File: src/memory_peripheral_bus_pkg.sv
// constants and types shared by the memory and peripheral bus port
package memory_peripheral_bus_pkg;
  localparam int ADDR_PIN_W = 22;
  localparam int ADDR_HIGH_W = 4;
  localparam int ADDR_W = ADDR_PIN_W + ADDR_HIGH_W;
  localparam int DATA_W = 8;
  localparam int SEL_COUNT = 4;
  localparam int SEL_W = 2;
  localparam int WAIT_W = 6;
  localparam int POST_W = 5;
  localparam int TIMER_W = 16;
  localparam logic [SEL_COUNT-1:0] SEL_IDLE_N = 4'hF;
  localparam logic [ADDR_PIN_W-1:0] ADDR_RESET = 22'h000000;
  localparam logic [ADDR_HIGH_W-1:0] ADDR_HIGH_RESET = 4'h0;
  localparam logic [DATA_W-1:0] DATA_RESET = 8'h00;
  localparam logic [WAIT_W-1:0] WAIT_ZERO = 6'h00;
  localparam logic [WAIT_W-1:0] WAIT_ONE = 6'h01;
  localparam logic [POST_W-1:0] POST_ZERO = 5'h00;
  localparam logic [POST_W-1:0] POST_ONE = 5'h01;
  localparam logic [TIMER_W-1:0] TIMER_ZERO = 16'h0000;
  localparam logic [TIMER_W-1:0] TIMER_ONE = 16'h0001;

  typedef enum logic [1:0] {
    PHASE_IDLE,
    PHASE_ACCESS,
    PHASE_POST
  } phase_type;

  typedef struct packed {
    phase_type phase;
    logic [ADDR_PIN_W-1:0] addr;
    logic [ADDR_HIGH_W-1:0] addr_high;
    logic [SEL_COUNT-1:0] sel_n;
    logic rnw;
    logic oe_n;
    logic we_n;
    logic bdir_n;
    logic boe_n;
    logic [DATA_W-1:0] dout;
    logic doe;
    logic [WAIT_W-1:0] wait_cnt;
    logic [POST_W-1:0] post_cnt;
    logic [TIMER_W-1:0] timer;
    logic ready;
    logic rsp_valid;
    logic rsp_error;
    logic [DATA_W-1:0] rdata;
    logic warm_reset;
    logic [DATA_W-1:0] boot_vector;
    logic boot_valid;
    logic in_cold;
  } state_type;
endpackage

File: src/memory_peripheral_bus_port.sv
// memory and peripheral bus port: pin sequencer for external memories and peripherals
`timescale 1ns/1ps
module memory_peripheral_bus_port (
  input wire logic clock,
  input wire logic srst,
  input wire logic clock_enable,
  input wire logic cold_reset,
  input wire logic req_valid,
  input wire logic req_write,
  input wire logic [memory_peripheral_bus_pkg::ADDR_W-1:0] req_address,
  input wire logic [memory_peripheral_bus_pkg::SEL_W-1:0] req_select,
  input wire logic [memory_peripheral_bus_pkg::DATA_W-1:0] req_wdata,
  input wire logic [memory_peripheral_bus_pkg::WAIT_W-1:0] wait_states,
  input wire logic [memory_peripheral_bus_pkg::POST_W-1:0] post_delay,
  input wire logic ack_mode,
  input wire logic [memory_peripheral_bus_pkg::SEL_COUNT-1:0] write_protect,
  input wire logic [memory_peripheral_bus_pkg::TIMER_W-1:0] timeout_cycles,
  input wire logic wait_or_ack_n,
  input wire logic [memory_peripheral_bus_pkg::DATA_W-1:0] data_in,
  output logic [memory_peripheral_bus_pkg::DATA_W-1:0] data_out,
  output logic data_oe,
  output logic [memory_peripheral_bus_pkg::ADDR_PIN_W-1:0] periph_address,
  output logic [memory_peripheral_bus_pkg::ADDR_HIGH_W-1:0] periph_address_high,
  output logic [memory_peripheral_bus_pkg::SEL_COUNT-1:0] device_select_n,
  output logic read_not_write,
  output logic read_output_enable_n,
  output logic write_strobe_n,
  output logic buffer_direction_n,
  output logic buffer_output_enable_n,
  output logic req_ready,
  output logic rsp_valid,
  output logic rsp_error,
  output logic [memory_peripheral_bus_pkg::DATA_W-1:0] rsp_rdata,
  output logic warm_reset,
  output logic [memory_peripheral_bus_pkg::DATA_W-1:0] boot_vector,
  output logic boot_valid
);

  memory_peripheral_bus_pkg::state_type r_reg;
  memory_peripheral_bus_pkg::state_type r_next;
  logic done;
  logic timeout_hit;
  logic protected_write;

  // one-cold select pattern for a chip select number
  function automatic logic [memory_peripheral_bus_pkg::SEL_COUNT-1:0] select_decode(
    input logic [memory_peripheral_bus_pkg::SEL_W-1:0] sel
  );
    logic [memory_peripheral_bus_pkg::SEL_COUNT-1:0] pattern;
    pattern = memory_peripheral_bus_pkg::SEL_IDLE_N;
    pattern[sel] = 1'b0;
    return pattern;
  endfunction

  // completion wins over the timer if both land in the same cycle
  always_comb begin
    done = 1'b0;
    if (r_reg.phase == memory_peripheral_bus_pkg::PHASE_ACCESS &&
        r_reg.wait_cnt == memory_peripheral_bus_pkg::WAIT_ZERO) begin
      if (ack_mode) begin
        done = !wait_or_ack_n;
      end else begin
        done = wait_or_ack_n;
      end
    end
  end

  assign timeout_hit = r_reg.phase == memory_peripheral_bus_pkg::PHASE_ACCESS && !done &&
                       timeout_cycles != memory_peripheral_bus_pkg::TIMER_ZERO &&
                       r_reg.timer == timeout_cycles;
  assign protected_write = req_write && write_protect[req_select];

  always_comb begin
    r_next = r_reg;
    r_next.rsp_valid = 1'b0;
    r_next.rsp_error = 1'b0;
    r_next.warm_reset = 1'b0;
    r_next.in_cold = cold_reset;
    if (cold_reset) begin
      // bus parked and data pins released so the straps can be read
      r_next.phase = memory_peripheral_bus_pkg::PHASE_IDLE;
      r_next.sel_n = memory_peripheral_bus_pkg::SEL_IDLE_N;
      r_next.oe_n = 1'b1;
      r_next.we_n = 1'b1;
      r_next.boe_n = 1'b1;
      r_next.doe = 1'b0;
      r_next.boot_vector = data_in;
      r_next.boot_valid = 1'b0;
      r_next.ready = 1'b0;
    end else begin
      if (r_reg.in_cold) begin
        r_next.boot_valid = 1'b1;
      end
      case (r_reg.phase)
        memory_peripheral_bus_pkg::PHASE_IDLE: begin
          if (req_valid && r_reg.ready) begin
            if (protected_write) begin
              r_next.rsp_valid = 1'b1;
              r_next.rsp_error = 1'b1;
            end else begin
              r_next.phase = memory_peripheral_bus_pkg::PHASE_ACCESS;
              r_next.addr = req_address[memory_peripheral_bus_pkg::ADDR_PIN_W-1:0];
              r_next.addr_high =
                req_address[memory_peripheral_bus_pkg::ADDR_W-1:memory_peripheral_bus_pkg::ADDR_PIN_W];
              r_next.sel_n = select_decode(req_select);
              r_next.rnw = !req_write;
              r_next.oe_n = req_write;
              r_next.we_n = !req_write;
              r_next.bdir_n = req_write ? 1'b1 : 1'b0;
              r_next.boe_n = 1'b0;
              r_next.dout = req_wdata;
              r_next.doe = req_write;
              r_next.wait_cnt = wait_states;
              r_next.timer = memory_peripheral_bus_pkg::TIMER_ZERO;
            end
          end
        end
        memory_peripheral_bus_pkg::PHASE_ACCESS: begin
          r_next.timer = r_reg.timer + memory_peripheral_bus_pkg::TIMER_ONE;
          if (r_reg.wait_cnt != memory_peripheral_bus_pkg::WAIT_ZERO) begin
            r_next.wait_cnt = r_reg.wait_cnt - memory_peripheral_bus_pkg::WAIT_ONE;
          end
          if (done || timeout_hit) begin
            r_next.phase = memory_peripheral_bus_pkg::PHASE_POST;
            r_next.post_cnt = post_delay;
            r_next.sel_n = memory_peripheral_bus_pkg::SEL_IDLE_N;
            r_next.oe_n = 1'b1;
            r_next.we_n = 1'b1;
            r_next.boe_n = 1'b1;
            r_next.doe = 1'b0;
            r_next.rsp_valid = done;
            r_next.warm_reset = timeout_hit;
            if (done && r_reg.rnw) begin
              r_next.rdata = data_in;
            end
          end
        end
        memory_peripheral_bus_pkg::PHASE_POST: begin
          if (r_reg.post_cnt == memory_peripheral_bus_pkg::POST_ZERO) begin
            r_next.phase = memory_peripheral_bus_pkg::PHASE_IDLE;
          end else begin
            r_next.post_cnt = r_reg.post_cnt - memory_peripheral_bus_pkg::POST_ONE;
          end
        end
        default: begin
          r_next.phase = memory_peripheral_bus_pkg::PHASE_IDLE;
        end
      endcase
      // a refused write also drops ready for one cycle so each request answers once
      r_next.ready = r_next.phase == memory_peripheral_bus_pkg::PHASE_IDLE && !r_next.rsp_valid;
    end
  end

  always_ff @(posedge clock) begin
    if (srst) begin
      r_reg.phase <= memory_peripheral_bus_pkg::PHASE_IDLE;
      r_reg.addr <= memory_peripheral_bus_pkg::ADDR_RESET;
      r_reg.addr_high <= memory_peripheral_bus_pkg::ADDR_HIGH_RESET;
      r_reg.sel_n <= memory_peripheral_bus_pkg::SEL_IDLE_N;
      r_reg.rnw <= 1'b1;
      r_reg.oe_n <= 1'b1;
      r_reg.we_n <= 1'b1;
      r_reg.bdir_n <= 1'b0;
      r_reg.boe_n <= 1'b1;
      r_reg.dout <= memory_peripheral_bus_pkg::DATA_RESET;
      r_reg.doe <= 1'b0;
      r_reg.wait_cnt <= memory_peripheral_bus_pkg::WAIT_ZERO;
      r_reg.post_cnt <= memory_peripheral_bus_pkg::POST_ZERO;
      r_reg.timer <= memory_peripheral_bus_pkg::TIMER_ZERO;
      r_reg.ready <= 1'b0;
      r_reg.rsp_valid <= 1'b0;
      r_reg.rsp_error <= 1'b0;
      r_reg.rdata <= memory_peripheral_bus_pkg::DATA_RESET;
      r_reg.warm_reset <= 1'b0;
      r_reg.boot_vector <= memory_peripheral_bus_pkg::DATA_RESET;
      r_reg.boot_valid <= 1'b0;
      r_reg.in_cold <= 1'b0;
    end else if (clock_enable) begin
      r_reg <= r_next;
    end
  end

  assign data_out = r_reg.dout;
  assign data_oe = r_reg.doe;
  assign periph_address = r_reg.addr;
  assign periph_address_high = r_reg.addr_high;
  assign device_select_n = r_reg.sel_n;
  assign read_not_write = r_reg.rnw;
  assign read_output_enable_n = r_reg.oe_n;
  assign write_strobe_n = r_reg.we_n;
  assign buffer_direction_n = r_reg.bdir_n;
  assign buffer_output_enable_n = r_reg.boe_n;
  assign req_ready = r_reg.ready;
  assign rsp_valid = r_reg.rsp_valid;
  assign rsp_error = r_reg.rsp_error;
  assign rsp_rdata = r_reg.rdata;
  assign warm_reset = r_reg.warm_reset;
  assign boot_vector = r_reg.boot_vector;
  assign boot_valid = r_reg.boot_valid;

  a_one_select: assert property (@(posedge clock) disable iff (srst)
    $onehot0(~device_select_n)) else $error("more than one select asserted");
  a_read_strobe_ok: assert property (@(posedge clock) disable iff (srst)
    !read_output_enable_n |-> read_not_write && !data_oe &&
    device_select_n != memory_peripheral_bus_pkg::SEL_IDLE_N)
    else $error("output enable outside a read");
  a_write_strobe_ok: assert property (@(posedge clock) disable iff (srst)
    !write_strobe_n |-> !read_not_write && data_oe && !buffer_output_enable_n)
    else $error("write strobe outside a write");
  a_dir_follows_rnw: assert property (@(posedge clock) disable iff (srst)
    device_select_n != memory_peripheral_bus_pkg::SEL_IDLE_N |->
    buffer_direction_n == !read_not_write) else $error("buffer direction wrong");
  a_buffer_enable: assert property (@(posedge clock) disable iff (srst)
    !buffer_output_enable_n == (device_select_n != memory_peripheral_bus_pkg::SEL_IDLE_N))
    else $error("buffer enable out of step with select");
  a_boot_capture: assert property (@(posedge clock) disable iff (srst)
    cold_reset && clock_enable |=> !data_oe && boot_vector == $past(data_in))
    else $error("boot vector not captured");
  a_wait_extends: assert property (@(posedge clock) disable iff (srst)
    r_reg.phase == memory_peripheral_bus_pkg::PHASE_ACCESS && !ack_mode && !wait_or_ack_n &&
    !timeout_hit && !cold_reset && clock_enable |=>
    r_reg.phase == memory_peripheral_bus_pkg::PHASE_ACCESS && !rsp_valid)
    else $error("cycle ended while wait asserted");
  a_ack_finishes: assert property (@(posedge clock) disable iff (srst)
    r_reg.phase == memory_peripheral_bus_pkg::PHASE_ACCESS && ack_mode && !wait_or_ack_n &&
    r_reg.wait_cnt == memory_peripheral_bus_pkg::WAIT_ZERO && !cold_reset && clock_enable |=>
    rsp_valid && device_select_n == memory_peripheral_bus_pkg::SEL_IDLE_N)
    else $error("acknowledge did not end the access");
  a_protect_blocks: assert property (@(posedge clock) disable iff (srst)
    req_valid && req_ready && protected_write && !cold_reset && clock_enable |=>
    rsp_error && rsp_valid && write_strobe_n) else $error("protected write not blocked");
  a_timeout_warm: assert property (@(posedge clock) disable iff (srst)
    timeout_hit && !cold_reset && clock_enable |=> warm_reset && !rsp_valid)
    else $error("timer expiry gave no warm reset");
  a_wait_states_held: assert property (@(posedge clock) disable iff (srst)
    r_reg.phase == memory_peripheral_bus_pkg::PHASE_ACCESS &&
    r_reg.wait_cnt != memory_peripheral_bus_pkg::WAIT_ZERO && !timeout_hit &&
    !cold_reset && clock_enable |=> r_reg.phase == memory_peripheral_bus_pkg::PHASE_ACCESS)
    else $error("access ended inside wait states");
endmodule

File: config.mk
export PLATFORM = sky130hd
export DESIGN_NAME = memory_peripheral_bus_port
export DESIGN_NICKNAME = d
export VERILOG_FILES = /design/src/memory_peripheral_bus_pkg.sv /design/src/memory_peripheral_bus_port.sv
export SDC_FILE = /design/constraint.sdc
export NUM_CORES = 1
export LEC_CHECK = 0
export BUFFER_PORTS_ARGS = -buffer_cell sky130_fd_sc_hd__buf_2
export CORE_ASPECT_RATIO = 1.25
export CORE_UTILIZATION = 55
export CTS_BUF_LIST = sky130_fd_sc_hd__clkbuf_2 sky130_fd_sc_hd__clkbuf_4 sky130_fd_sc_hd__clkbuf_8
export DETAILED_ROUTE_END_ITERATION = 12
export PLACE_DENSITY = 0.85
export SYNTH_ARGS = -nofsm -noshare
export SYNTH_HDL_FRONTEND = slang
export SYNTH_SLANG_ARGS = --single-unit
File: constraint.sdc
create_clock -name clock -period 3.8 [get_ports clock]
set_clock_uncertainty 0.15 [all_clocks]
set_input_delay 0.38 -clock clock [delete_from_list [all_inputs] [get_ports clock]]
set_output_delay 0.38 -clock clock [all_outputs]
set_load 0.005 [all_outputs]
== Word level (Yosys, flattened, before mapping) ==
Cells that the tools add are included.

* Reductions and logical operators: 32
* Multipliers: 0
* Equality and inequality tests: 11
* Add/sub/neg operators: 3
* Div/mod/pow operators: 0
* $lt $le $gt $ge: 2
* Bitwise operators: 3
* Muxes and demuxes: 46
* Shifts and indexed selects: 0

{| class="wikitable"
|+ Operator list
! cell !! number
|-
| 52-bit two-way mux || 2
|-
| 16-bit two-way mux || 2
|-
| 16-bit case mux with 2 select lines || 1
|-
| 5-bit AND reduction || 5
|-
| 9-bit two-way mux || 2
|-
| 16-bit by 1-bit adder with 16-bit output (second input constant) || 1
|-
| 16-bit equality test || 1
|-
| 2-bit two-way mux || 8
|-
| 16-bit nonzero test || 1
|-
| 1-bit two-way mux || 15
|-
| 7-bit case mux with 2 select lines || 1
|-
| 11-bit two-way mux || 1
|-
| 5-bit two-way mux || 2
|-
| 5-bit case mux with 2 select lines || 1
|-
| 1-bit logical AND || 9
|-
| 4-bit two-way mux || 2
|-
| 8-bit two-way mux || 1
|-
| 4-bit case mux with 2 select lines || 1
|-
| 6-bit logical NOT || 1
|-
| 6-bit two-way mux || 1
|-
| 2-bit inequality test (second input constant) || 3
|-
| 3-bit inequality test (second input constant) || 2
|-
| 2-bit case mux with 3 select lines || 1
|-
| 6-bit AND reduction || 1
|-
| 22 further kinds || 32
|}

* Memory bits (read-only): 0
* Flip-flop bits (word level): 95
* Latch bits: 0
* Memories kept: 0
* Bits of input ports: 83
* Word-level logic and storage cells: 119
* Bits in writable memories: 0
* Output and inout bits: 65

== Depth between registers and ports, before layout ==
* Depth in word-level cells: 14
* Gate-level depth with buffers: 11

== Worst setup path before layout ==
Ideal clock, no wire load.

* Kind: flip-flop to flip-flop
* Start point: reg r_reg[93] (netlist name)
* End point: reg r_reg[32] (netlist name)
* Library setup time: 0.117 ns
* Clock period less this slack: 2.536 ns
* Stages on the path, launching flop included: 9
* Setup slack: 1.264 ns
* Data arrival time: 2.269 ns
* Required time: 3.533 ns
* Cell sequence: dfxtp_1 inv_1 ha_1 and3_1 a222oi_1 and4_1 or3b_1 xnor2_1 nor2_1

* Word-level cells in the longest chain between the ends: 3

{| class="wikitable"
|+ Ends and longest elaborated chain
! item !! RTL line !! source
|-
| from (decl) || memory_peripheral_bus_port.sv:39 || <nowiki>memory_peripheral_bus_pkg::state_type r_reg;</nowiki>
|-
| from (signal assigned) || memory_peripheral_bus_port.sv:179 || <nowiki>r_reg <= r_next;</nowiki>
|-
| 2-bit logical NOT or 2-bit by 1-bit equality test with 1-bit output (tied branches) || memory_peripheral_bus_port.sv:94 || <nowiki>case (r_reg.phase)</nowiki>
|-
| 2-bit inequality test (no source line) or 2-bit nonzero test (tied branches) || n/a ||
|-
| 5-bit AND reduction (no source line) || n/a ||
|}

Parallel ways exist; a longest one is shown, timed or not.
A chain may end at the register's enable or synchronous reset.

== Worst setup path in the final report ==
* Start point: reg r_reg[93] (netlist name)
* End point: reg r_reg[29] (netlist name)

The elaborated chain is that of the path after synthesis.

==> summary.txt <==
Status
  • Outcome: finished clean

Synthesis
  • Register area share after synthesis: 40.1%
  • Post-synthesis register bit count: 95
  • Synth top area cells: dfxtp_1, buf_4, nand2_1
  • Post-synth top flop: dfxtp_1
  • Post-Synthesis Cells: 582
  • Syn_area_per_cell: 8.14 µm²
  • Unique cell type count in the Yosys netlist: 57
  • Mapped cell area: 0.00474 mm²
  • Async set-reset flop share out of synthesis: 0%
  • Syn nets: 674
  • Area leader, netlist: dfxtp_1
  • Commonest cells in the netlist: nand2_1, dfxtp_1, a21oi_1
  • Post-synth EDFFs: 0
  • Top-count cell post-synth: nand2_1
  • Share of Yosys cell area claimed by the top area cell type: 40.1%
  • Yosys warns: 0

Critical path
  • WP data arrival: 3090 ps
  • Crit Path Max Fanout: 15
  • Critical Path Sink Type: register
  • Worst Setup Path Type: register to register
  • Startpoint types: register
  • CP required: 3890 ps

Layout
  • Final Util: 63.8%
  • Number of flip-flops in the largest register: 30
  • Filler cells: 718
  • N_diodes: 0
  • Layout Cells excl Fill: 765
  • Layout area overhead: 11.6%
  • Fin nets: 755
  • Share of layout cells above drive strength 1: 25.7%

Timing
  • Final Cycle Share: 79.1%
  • Fmax achieved: 333 MHz
  • Max-slew headroom: 49.2%
  • Final hold violations: 0
  • Slew @ Worst Pin: 763 ps
  • Hold WS: 90.1 ps
  • RSZ-0062 raised after global routing: false
  • Final slew viol count: 0
  • Finish-stage setup viols: 0
  • Shortest period the worst path allows: 3010 ps
  • Sum Neg Setup Slack: 0 ps

Clocking
  • CTS tree: done
  • Cts repair resizes: 0
  • Total CTS buffers: 9
  • Clk sinks: 95
  • Clk Latency, worst-skew pair: 370 ps
  • CTS Root Cell: clkbuf_8
  • Clock tree buffer depth: 2
  • # Post-CTS Setup Buffers: 0
  • Clock transition at the registers of the reported paths: 100 ps
  • CTS H-tree depth: 3
  • Post-CTS Hold Fix Bufs: 0

Power and ir drop
  • Max VDD drop: 0.172 mV
  • PD cells: 336 mW/mm²
  • Leakage: 2.25 nW

Drt
  • Total iterations of the first detailed-routing run: 5
  • Via count: 4209
  • Post-DRT Antenna Nets: 0
  • DRC: 0
  • Via-per-instance ratio: 5.50
  • Avg WL per Cell: 14.0 µm
  • First-iteration detailed-routing DRC count: 195
  • Aggregate routed wire length: 10700 µm

Floorplanning
  • Core area: 0.00829 mm²
  • I/O pin count: 148
  • Starting Density: 57.2%
  • Die area: 0.00899 mm²
  • Die width: 85.0 µm
  • Die Y: 106 µm
  • Num rows: 37

Global route
  • Gr usage total: 24.5%
  • Vias in the first global route: 4041
  • Largest net degree at the start of global routing: 41
  • First-pass GRT wire length: 17700 µm
  • Initial antenna violation count: 0
  • Grt total ovfl: 0

Worst hold path
  • Hold crit path type: primary input to register

Place
  • Gp weighted congestion: 0.814
  • Cells after DPL: 749
  • Detailed Place HPWL: 8090 µm
  • IO Port Bufs: 147

Flow run
  • Max cap viols: 0
metrics by stage:
stage	power (W)	worst slack [ps]	instance area, µm²
after floorplan	0.00111	1260	4740
after global placement	0.00118	974	5110
after detailed placement	0.00118	830	5110
after CTS	0.00180	820	5290
after global routing	0.00185	516	5290
final	0.00178	793	5290
layout make-up:
type                    count  area, µm²  area share (%)
clock buffers              10        138            2.60
clock inverters             6       43.8           0.828
inverters                  16       60.1            1.14
multi-input cells         391       2270            42.9
flip-flops and latches     95       1900            36.0
well taps                  97        121            2.29
repair buffers            150        758            14.3
per-layer routing:
layer  track usage (%)  up-vias  share of wire (%)
met2              43.4      148                 51
met1              26.9     1935                 41
li1                  -     2095                  -
met4              15.1        0                2.9
met5                 0        -                  0
met3              4.15       31                5.1
logic make-up (layout without fill, tap and decap cells):
group / count (synthesis) / in the layout / synth area share, %
flip-flops: 95 / 95 / 40.1
buffers and inverters: 96 / 182 / 12.0
multiplexers: 13 / 13 / 3.14
adder cells (fa/ha/maj): 9 / 9 / 2.38
XOR/XNOR: 31 / 31 / 5.73
AND/OR/NAND/NOR: 222 / 222 / 21.5
AO/OA/AOI/OAI: 116 / 116 / 15.1
critical path, stage by stage, from the launching register on:
cell and delay [ps]:
dfxtp_1 420, inv_1 100, ha_1 280, and3_1 230, a222oi_1 690, and2_1 340, nand2_1 120, nand2b_1 430
nor2_1 110
power by group:
group	internal, W	switching, W	total (W)
Combinational	0.0000651	0.0000807	0.000146
Sequential	0.00101	0.00000685	0.00101
Clock	0.000259	0.000362	0.000621
Total	0.00133	0.000449	0.00178
final timing paths:
path | from | end | slack [ps] | depth (start not counted)
max reg2reg | r_reg[93] | r_reg[29] | 790 | 8
max | r_reg[93] | r_reg[29] | 790 | 8
min reg2reg | data_out[1] | data_out[1] | 300 | 2
min | req_wdata[0] | data_out[0] | 90 | 3
layout by cell type, fill, tap and decap left out, types with 10 or more instances in the layout:
master and n:
a21oi_1 60, buf_2 147, clkbuf_8 10, dfxtp_1 95, inv_1 16, mux2i_1 10
nand2_1 102, nand3_1 12, nor2_1 45, nor3_1 11, o21ai_0 12, xnor2_1 11
xor2_1 20
Note: power is estimated with default switching activity, not from simulation.
